## src/rtl/oag_pkg.sv

```systemverilog
// Constants and types for the operand address generator
// Function
// [RULE1] Destination direct writes at operand one address
// [RULE2] Destination direct source is accumulator or index
// [RULE3] Arithmetic uses destination contents as second source
// [RULE4] Destination direct and indexed are two bytes
// [RULE5] Destination indexed address is operand plus index
// [RULE6] Destination indexed source is always accumulator
// [RULE7] Memory result leaves accumulator unchanged
// [RULE8] Immediate destination modes: operand two, three bytes
// [RULE9] Indexed immediate writes at index plus operand
// [RULE10] Direct to direct only copy, three bytes
// [RULE11] Indirect source loads pointed byte into accumulator
// [RULE12] Indirect modes increment stored pointer in memory
// [RULE13] Indirect destination stores accumulator at pointer
// [RULE14] Indirect modes only indirect move, two bytes
// [RULE15] Indexed register read may load index register
// [RULE16] Index register is eight bit offset
// [RULE17] Address sums and increments wrap modulo 256
package oag_pkg;

  typedef enum logic [3:0] {
    OAG_M_NONE,
    OAG_M_DST_DIR,
    OAG_M_DST_IDX,
    OAG_M_DST_DIR_IMM,
    OAG_M_DST_IDX_IMM,
    OAG_M_DIR_DIR,
    OAG_M_SRC_IND_INC,
    OAG_M_DST_IND_INC,
    OAG_M_SRC_IDX_REG
  } oag_mode_t;

  typedef enum logic [1:0] {
    OAG_OP_OTHER,
    OAG_OP_ARITH,
    OAG_OP_COPY,
    OAG_OP_INDIRECT_MOVE
  } oag_op_t;

  typedef enum logic [1:0] {
    OAG_S_ACC,
    OAG_S_IDX,
    OAG_S_IMM,
    OAG_S_MEM
  } oag_src_t;

  localparam logic [7:0] OAG_ACC_RST    = 8'h00;
  localparam logic [7:0] OAG_IDX_RST    = 8'h00;
  localparam logic [1:0] OAG_LEN_ONE    = 2'h1;
  localparam logic [1:0] OAG_LEN_TWO    = 2'h2;
  localparam logic [1:0] OAG_LEN_THREE  = 2'h3;
  localparam logic [7:0] OAG_PTR_STEP   = 8'h01;

  // Eight-bit address sum, wraps modulo 256
  function automatic logic [7:0] oag_add8(input logic [7:0] a, input logic [7:0] b);
    logic [8:0] s;
    s = {1'b0, a} + {1'b0, b};
    return s[7:0]; // RULE17
  endfunction

endpackage

```

## src/rtl/oag_top.sv

```systemverilog
// Operand address generator: sequences memory accesses per addressing mode
`timescale 1ns/10ps
module oag_top
  import oag_pkg::*;
(
  input  wire logic       core_clk,
  input  wire logic       rst,
  input  wire logic       start,
  input  wire oag_mode_t  mode,
  input  wire oag_op_t    op,
  input  wire logic       src_sel_idx,
  input  wire logic       reg_space,
  input  wire logic       load_idx,
  input  wire logic [7:0] operand1,
  input  wire logic [7:0] operand2,
  input  wire logic [7:0] mem_rdata,
  input  wire logic       acc_wr,
  input  wire logic [7:0] acc_wdata,
  input  wire logic       idx_wr,
  input  wire logic [7:0] idx_wdata,
  output logic            busy_ff,
  output logic            done_ff,
  output logic            illegal_ff,
  output logic [1:0]      length_ff,
  output logic            mem_rd_ff,
  output logic            mem_wr_ff,
  output logic            mem_reg_ff,
  output logic [7:0]      mem_addr_ff,
  output logic [7:0]      mem_wdata_ff,
  output logic [7:0]      acc_ff,
  output logic [7:0]      idx_ff
);

  // Sequencer states; every memory access takes exactly one cycle
  typedef enum logic [2:0] {
    OAG_ST_IDLE,
    OAG_ST_RD_DST,
    OAG_ST_RD_PTR,
    OAG_ST_RD_DATA,
    OAG_ST_WR_DATA,
    OAG_ST_WR_PTR,
    OAG_ST_DONE
  } oag_state_t;

  // Captured instruction and working values
  oag_state_t  state_ff;
  oag_state_t  nxt_state;
  oag_mode_t   mode_ff;
  oag_op_t     op_ff;
  logic        reg_ff;
  logic        load_idx_ff;
  logic [7:0]  op1_ff;
  logic [7:0]  op2_ff;
  logic [7:0]  ptr_ff;
  logic [7:0]  src_val_ff;
  logic [7:0]  dst_addr;
  logic [1:0]  dec_len;
  oag_src_t    dec_src;
  logic        dec_legal;
  logic        dec_mem_dest;
  logic [7:0]  src_val;
  logic [7:0]  alu_out;
  logic        is_indexed;
  // Live view of the instruction for the first access of a run, captured view for the rest
  oag_mode_t   cur_mode;
  logic [7:0]  cur_op1;
  logic [7:0]  cur_op2;
  logic [7:0]  cur_src_val;
  logic        cur_reg;

  oag_decode u_decode (
    .mode        (mode),
    .op          (op),
    .src_sel_idx (src_sel_idx),
    .length      (dec_len),
    .src         (dec_src),
    .legal       (dec_legal),
    .mem_dest    (dec_mem_dest)
  );

  oag_alu u_alu (
    .op      (op_ff),
    .src_val (src_val_ff),
    .dst_val (mem_rdata),
    .result  (alu_out)
  );

  // Indexed modes add the eight-bit index register to operand one; the sum
  // wraps at eight bits so an indexed access never leaves its space
  assign is_indexed = (cur_mode == OAG_M_DST_IDX) || (cur_mode == OAG_M_DST_IDX_IMM) ||
                      (cur_mode == OAG_M_SRC_IDX_REG);
  assign dst_addr   = is_indexed ? oag_add8(cur_op1, idx_ff) : cur_op1; // RULE5 RULE9 RULE16

  // Source operand value captured at start
  always_comb begin
    case (dec_src)
      OAG_S_ACC: src_val = acc_ff;
      OAG_S_IDX: src_val = idx_ff;
      OAG_S_IMM: src_val = operand2;
      default:   src_val = 8'h00;
    endcase
  end

  // The first access is launched at the same edge that captures the
  // instruction, so while idle the live inputs stand in for the copies
  always_comb begin
    if (state_ff == OAG_ST_IDLE) begin
      cur_mode    = mode;
      cur_op1     = operand1;
      cur_op2     = operand2;
      cur_src_val = src_val;
      cur_reg     = reg_space && (mode != OAG_M_DIR_DIR); // RULE10
    end else begin
      cur_mode    = mode_ff;
      cur_op1     = op1_ff;
      cur_op2     = op2_ff;
      cur_src_val = src_val_ff;
      cur_reg     = reg_ff;
    end
  end

  // Sequencer next state
  always_comb begin
    nxt_state = state_ff;
    case (state_ff)
      OAG_ST_IDLE: begin
        if (start && dec_legal) begin
          if (mode == OAG_M_SRC_IND_INC || mode == OAG_M_DST_IND_INC) begin
            nxt_state = OAG_ST_RD_PTR;
          end else if (mode == OAG_M_DIR_DIR || mode == OAG_M_SRC_IDX_REG) begin
            nxt_state = OAG_ST_RD_DATA;
          end else if (op == OAG_OP_ARITH && dec_mem_dest) begin
            nxt_state = OAG_ST_RD_DST;
          end else begin
            nxt_state = OAG_ST_WR_DATA;
          end
        end else if (start) begin
          // Refused combination: no access at all, straight to done
          nxt_state = OAG_ST_DONE;
        end
      end
      OAG_ST_RD_DST:  nxt_state = OAG_ST_WR_DATA;
      OAG_ST_RD_PTR: begin
        nxt_state = (mode_ff == OAG_M_SRC_IND_INC) ? OAG_ST_RD_DATA : OAG_ST_WR_DATA;
      end
      OAG_ST_RD_DATA: begin
        if (mode_ff == OAG_M_SRC_IND_INC) begin
          nxt_state = OAG_ST_WR_PTR;
        end else if (mode_ff == OAG_M_DIR_DIR) begin
          nxt_state = OAG_ST_WR_DATA;
        end else begin
          nxt_state = OAG_ST_DONE;
        end
      end
      OAG_ST_WR_DATA: begin
        nxt_state = (mode_ff == OAG_M_DST_IND_INC) ? OAG_ST_WR_PTR : OAG_ST_DONE;
      end
      OAG_ST_WR_PTR:  nxt_state = OAG_ST_DONE;
      OAG_ST_DONE:    nxt_state = OAG_ST_IDLE;
      default:        nxt_state = OAG_ST_IDLE;
    endcase
  end

  // State register
  always_ff @(posedge core_clk or posedge rst) begin
    if (rst) begin
      state_ff <= OAG_ST_IDLE;
    end else begin
      state_ff <= nxt_state;
    end
  end

  // Instruction capture at start
  always_ff @(posedge core_clk or posedge rst) begin
    if (rst) begin
      mode_ff     <= OAG_M_NONE;
      op_ff       <= OAG_OP_OTHER;
      reg_ff      <= 1'b0;
      load_idx_ff <= 1'b0;
      op1_ff      <= 8'h00;
      op2_ff      <= 8'h00;
      src_val_ff  <= 8'h00;
      length_ff   <= OAG_LEN_ONE;
      illegal_ff  <= 1'b0;
    end else if (state_ff == OAG_ST_IDLE && start) begin
      mode_ff     <= mode;
      op_ff       <= op;
      reg_ff      <= cur_reg; // RULE10
      load_idx_ff <= load_idx;
      op1_ff      <= operand1;
      op2_ff      <= operand2;
      src_val_ff  <= src_val;
      length_ff   <= dec_len; // RULE4 RULE8 RULE10 RULE14
      illegal_ff  <= !dec_legal; // RULE10 RULE14
    end
  end

  // Pointer capture from memory; read data is taken at the edge that ends
  // the read strobe, so the memory must answer within that cycle
  always_ff @(posedge core_clk or posedge rst) begin
    if (rst) begin
      ptr_ff <= 8'h00;
    end else if (state_ff == OAG_ST_RD_PTR) begin
      ptr_ff <= mem_rdata;
    end
  end

  // Memory access outputs per state
  // Strobes stand one cycle; address and data hold their last value between
  always_ff @(posedge core_clk or posedge rst) begin
    if (rst) begin
      mem_rd_ff    <= 1'b0;
      mem_wr_ff    <= 1'b0;
      mem_reg_ff   <= 1'b0;
      mem_addr_ff  <= 8'h00;
      mem_wdata_ff <= 8'h00;
    end else begin
      mem_rd_ff    <= 1'b0;
      mem_wr_ff    <= 1'b0;
      mem_reg_ff   <= cur_reg;
      case (nxt_state)
        OAG_ST_RD_DST: begin
          mem_rd_ff   <= 1'b1;
          mem_addr_ff <= dst_addr; // RULE3
        end
        OAG_ST_RD_PTR: begin
          mem_rd_ff   <= 1'b1;
          mem_reg_ff  <= 1'b0;
          mem_addr_ff <= cur_op1;
        end
        OAG_ST_RD_DATA: begin
          mem_rd_ff <= 1'b1;
          if (cur_mode == OAG_M_SRC_IND_INC) begin
            mem_reg_ff  <= 1'b0;
            mem_addr_ff <= mem_rdata; // RULE11
          end else if (cur_mode == OAG_M_DIR_DIR) begin
            mem_addr_ff <= cur_op2; // RULE10
          end else begin
            mem_addr_ff <= dst_addr; // RULE15
          end
        end
        OAG_ST_WR_DATA: begin
          mem_wr_ff <= 1'b1;
          if (cur_mode == OAG_M_DST_IND_INC) begin
            mem_reg_ff   <= 1'b0;
            mem_addr_ff  <= mem_rdata; // RULE13
            mem_wdata_ff <= acc_ff; // RULE13
          end else if (cur_mode == OAG_M_DIR_DIR) begin
            mem_addr_ff  <= cur_op1; // RULE10
            mem_wdata_ff <= mem_rdata;
          end else begin
            mem_addr_ff  <= dst_addr; // RULE1 RULE5 RULE9
            mem_wdata_ff <= (state_ff == OAG_ST_RD_DST) ? alu_out : cur_src_val; // RULE3
          end
        end
        OAG_ST_WR_PTR: begin
          mem_wr_ff    <= 1'b1;
          mem_reg_ff   <= 1'b0;
          mem_addr_ff  <= op1_ff;
          mem_wdata_ff <= oag_add8(ptr_ff, OAG_PTR_STEP); // RULE12 RULE17
        end
        default: begin
          mem_reg_ff <= 1'b0;
        end
      endcase
    end
  end

  // Accumulator: of the modes only source-indirect loads it; memory results leave it alone
  // External loads are honoured only while idle so a run sees fixed values
  always_ff @(posedge core_clk or posedge rst) begin
    if (rst) begin
      acc_ff <= OAG_ACC_RST;
    end else if (state_ff == OAG_ST_RD_DATA && mode_ff == OAG_M_SRC_IND_INC) begin
      acc_ff <= mem_rdata; // RULE11 RULE7
    end else if (acc_wr && state_ff == OAG_ST_IDLE) begin
      acc_ff <= acc_wdata;
    end
  end

  // Index register, optionally loaded from an indexed register read
  // As with the accumulator, external loads wait for idle
  always_ff @(posedge core_clk or posedge rst) begin
    if (rst) begin
      idx_ff <= OAG_IDX_RST;
    end else if (state_ff == OAG_ST_RD_DATA && mode_ff == OAG_M_SRC_IDX_REG && load_idx_ff) begin
      idx_ff <= mem_rdata; // RULE15
    end else if (idx_wr && state_ff == OAG_ST_IDLE) begin
      idx_ff <= idx_wdata;
    end
  end

  // Status outputs; busy covers the done cycle, so a new start waits for idle
  always_ff @(posedge core_clk or posedge rst) begin
    if (rst) begin
      busy_ff <= 1'b0;
      done_ff <= 1'b0;
    end else begin
      busy_ff <= (nxt_state != OAG_ST_IDLE);
      done_ff <= (nxt_state == OAG_ST_DONE);
    end
  end

endmodule // oag_top

```

## src/rtl/oag_decode.sv

```systemverilog
// Mode decode: instruction length, source choice and legality
`timescale 1ns/10ps
module oag_decode
  import oag_pkg::*;
(
  input  wire oag_mode_t  mode,
  input  wire oag_op_t    op,
  input  wire logic       src_sel_idx,
  output logic [1:0]      length,
  output oag_src_t        src,
  output logic            legal,
  output logic            mem_dest
);

  // Length, source and legality per mode
  always_comb begin
    length   = OAG_LEN_ONE;
    src      = OAG_S_ACC;
    legal    = 1'b1;
    mem_dest = 1'b0;
    case (mode)
      OAG_M_DST_DIR: begin
        length   = OAG_LEN_TWO; // RULE4
        src      = src_sel_idx ? OAG_S_IDX : OAG_S_ACC; // RULE2
        mem_dest = 1'b1;
      end
      OAG_M_DST_IDX: begin
        length   = OAG_LEN_TWO; // RULE4
        src      = OAG_S_ACC; // RULE6
        mem_dest = 1'b1;
      end
      OAG_M_DST_DIR_IMM, OAG_M_DST_IDX_IMM: begin
        length   = OAG_LEN_THREE; // RULE8
        src      = OAG_S_IMM; // RULE8
        mem_dest = 1'b1;
      end
      OAG_M_DIR_DIR: begin
        length   = OAG_LEN_THREE; // RULE10
        src      = OAG_S_MEM;
        legal    = (op == OAG_OP_COPY); // RULE10
        mem_dest = 1'b1;
      end
      OAG_M_SRC_IND_INC: begin
        length   = OAG_LEN_TWO; // RULE14
        src      = OAG_S_MEM;
        legal    = (op == OAG_OP_INDIRECT_MOVE); // RULE14
      end
      OAG_M_DST_IND_INC: begin
        length   = OAG_LEN_TWO; // RULE14
        src      = OAG_S_ACC;
        legal    = (op == OAG_OP_INDIRECT_MOVE); // RULE14
        mem_dest = 1'b1;
      end
      OAG_M_SRC_IDX_REG: begin
        length   = OAG_LEN_TWO;
        src      = OAG_S_MEM;
      end
      default: begin
        legal    = 1'b0;
      end
    endcase
  end

endmodule // oag_decode

```

## src/rtl/oag_alu.sv

```systemverilog
// Small operand combiner: arithmetic add or pass of the source
`timescale 1ns/10ps
module oag_alu
  import oag_pkg::*;
(
  input  wire oag_op_t    op,
  input  wire logic [7:0] src_val,
  input  wire logic [7:0] dst_val,
  output logic [7:0]      result
);

  // Arithmetic takes the destination contents as second operand
  always_comb begin
    if (op == OAG_OP_ARITH) begin
      result = oag_add8(src_val, dst_val); // RULE3
    end else begin
      result = src_val;
    end
  end

endmodule // oag_alu

```

## config.mk

```make
export PLATFORM = sky130hd
export DESIGN_NAME = oag_top
export DESIGN_NICKNAME = d
export VERILOG_FILES = /design/src/rtl/oag_pkg.sv /design/src/rtl/oag_top.sv /design/src/rtl/oag_decode.sv /design/src/rtl/oag_alu.sv
export SDC_FILE = /design/constraint.sdc
export NUM_CORES = 1
export LEC_CHECK = 0
export ABC_AREA = 0
export BUFFER_PORTS_ARGS = -buffer_cell sky130_fd_sc_hd__buf_2
export CORE_MARGIN = 2
export CORE_UTILIZATION = 39
export CTS_BUF_LIST = sky130_fd_sc_hd__clkbuf_16
export DETAILED_ROUTE_END_ITERATION = 16
export PLACE_DENSITY_LB_ADDON = 0.2
export RECOVER_POWER = 25
export SYNTH_ARGS = -nofsm -noshare
export SYNTH_HDL_FRONTEND = slang
export SYNTH_SLANG_ARGS = --single-unit
```

## constraint.sdc

```tcl
create_clock -name core_clk -period 3.9 [get_ports core_clk]
set_input_delay 0 -clock core_clk [delete_from_list [all_inputs] [get_ports core_clk]]
set_output_delay 0 -clock core_clk [all_outputs]
set_load 0.1 [all_outputs]
```

==> results.ini <==
[placed_design]
place_inst = 918
gp_congestion = 0.956
hpwl_um = 15100
preCtsSetupSlack_ns = 0.622
io_buffers = 93

[die]
fp.dieW_um = 127
die_area_um2 = 16000
dieHeight_um = 127
row_count = 44
initial_core_util_pct = 40.2
core_um2 = 14600
io_pins = 94

[yosys]
synth_nets = 739
synth_edf_count = 0
synth_area_leaders = dfrtp_1 35%, mux2_2 6.7%, nand2_1 5.8%, mux2i_1 4.8%, nor2_1 4.0%
yosys-top-cells-count = 90 x nand2_1, 82 x dfrtp_1, 63 x nor2_1
synth_most_common_cell = nand2_1
yosysWarnings = 0
synth_top_area_share_pct = 35.0
synth_area_um2 = 5870
async_flop_share_pct = 100
synth-seq-cells = 83
synthFlopType = dfrtp_1
yosysSeqAreaShare_pct = 35.4
yosys.area.top_type = dfrtp_1
syn_inst = 668
syn_area_per_cell_um2 = 8.78
ys_types = 73

[sta]
finalSetupViolations = 0
max_freq_mhz = 303
hold_viol = 0
grt_setup_unrepaired = no
timing.final.crit_share_pct = 84.5
skew_ns = 0.00937
finalCriticalPeriod_ns = 3.30
layout_setup_ws_ns = 0.603
slew_headroom_pct = -81.1
tns_ns = 0
tightest_slew_ns = 2.70
slew_violations = 61

[global_route]
grt_pass1_wl_um = 32000
grt_max_degree = 61
grt_pass1_vias = 5463
grt_overflow = 0
grt_use_total_pct = 26.0
antenna_found_initial = 0

[critical_path]
critPathKind = register to register
crit_path_start_kind = register
crit_fanout = 12
cp-end-kind = register
worstPathArrival_ns = 3.55
critical_path_required_ns = 4.15

[drt]
via_count = 5802
wl_met2_um = 9390
drt-met1-wl_um = 9250
wl_per_cell_um = 21.3
drc = 0
wl_met3_um = 1480
ant_nets = 0
routed.top_layer = met4
wl_um = 20700
viasPerCell = 5.97
drt-pass1-iter-count = 5
drtIter0Drc = 680

[layout]
drive_above_1_share_pct = 19.8
nets = 854
diodes = 0
fill_cells = 1376
fin_cells = 972
syn2layout_area_growth_pct = 21.9

[clocking]
cts_tree = done
cts_root_buffer = clkbuf_16
cts_buffer_depth = 2
clkLatencyLatePin_ns = 0.36
cts_setup_buffers = 0
path_clk_slew_ns = 0.07
cts.sinks = 83
htree_levels = 3
numCtsBuffers = 9

[run]
cap_violations = 1

[hold_path]
hold_path_class = primary input to register

[status]
outcome = finished, violations left
violations = max-capacitance violations, max-slew violations

==> critical path, cell delays in order, from the launching register on <==
cell and delay [ns]:
dfrtp_1 0.47, nor3_4 0.46, nand2_1 0.14, nand2_1 0.18, ha_1 0.26, a211oi_1 0.38, o21a_1 0.21, o21bai_1 0.08
a21oi_1 0.20, mux2i_1 0.36, xnor2_1 0.13, a221o_1 0.31
==> flip-flops by register name, summed over array words and instances (netlist names) <==
signal	count
ptr_ff	8
state_ff	3
mem_wr_ff	1
op1_ff	8
mem_addr_ff	8
mode_ff	4
mem_wdata_ff	8
illegal_ff	1
op_ff	2
length_ff	2
mem_reg_ff	1
reg_ff	1
src_val_ff	8
idx_ff	8
op2_ff	8
busy_ff	1
mem_rd_ff	1
done_ff	1
load_idx_ff	1
acc_ff	8
==> cell type report <==
type	instances	area [um^2]	area share, %
repair buffers	142	900	12.6
multi-input cells	531	3560	49.9
well taps	184	230	3.22
flip-flops and latches	83	2080	29.1
clock inverters	7	90.1	1.26
clock buffers	9	225	3.15
inverters	16	61.3	0.858
==> layer usage <==
metal	up-vias	track usage (%)
li1	2696	-
met5	-	0
met2	256	40.2
met4	0	9.63
met3	43	5.65
met1	2807	35.8
==> metrics by stage <==
stage                     utilization, %  area (um^2)  hold slack, ns
after global placement              44.4         6480           0.219
after global routing                49.0         7150          0.0118
after CTS                           49.2         7180         0.00399
final                               49.0         7150          0.0167
after floorplan                        -         5870           0.128
after detailed placement            44.4         6480           0.225
==> path summary, 6_finish.rpt <==
kind                       slack [ns]  cells after the start                     start                          to
setup / recovery                 0.60                     11     state_ff[2]$_DFF_PP0_  mem_addr_ff[7]$_DFFE_PP0P_
hold / removal                   0.02                      2                     op[1]        op_ff[1]$_DFFE_PP0P_
setup reg to reg                 0.60                     11     state_ff[2]$_DFF_PP0_  mem_addr_ff[7]$_DFFE_PP0P_
hold reg to reg                  0.48                      2  length_ff[0]$_DFFE_PP1P_    length_ff[0]$_DFFE_PP1P_
max in group asynchronous        1.63                      4                       rst    length_ff[0]$_DFFE_PP1P_
min in group asynchronous        0.94                      3                       rst   src_val_ff[3]$_DFFE_PP0P_
==> kinds of logic after synthesis <==
group,share of synthesized area [%]
muxes,11.5
and+or+nand+nor,19.1
xor gates and xnor gates,2.09
adders and majority gates,4.07
buffers and inverters,3.86
AOI/OAI and AO/OA,24.0
DFF,35.4
==> layout by cell type, fill, tap and decap left out, types with 10 or more instances in the layout <==
cell type	count
nor2_1	63
buf_2	70
a21oi_1	35
mux2i_1	27
clkbuf_1	23
nand2_1	90
o21ai_0	44
and2_1	10
mux2_2	35
a22oi_1	11
dfrtp_1	82
nand3_1	18
ha_1	15
inv_1	12
dlygate4sd3_1	38
buf_4	11
a21o_1	11
nand2b_1	10
==> repair_timing <==
action	in CTS	in global routing
gates resized for setup	0	0
hold buffers	38	0
endpoints found under the hold margin	96	0
Power is left out: the tool's default activity adds up to more than one toggle a clock period on the data nets, which glitch-free logic cannot reach.
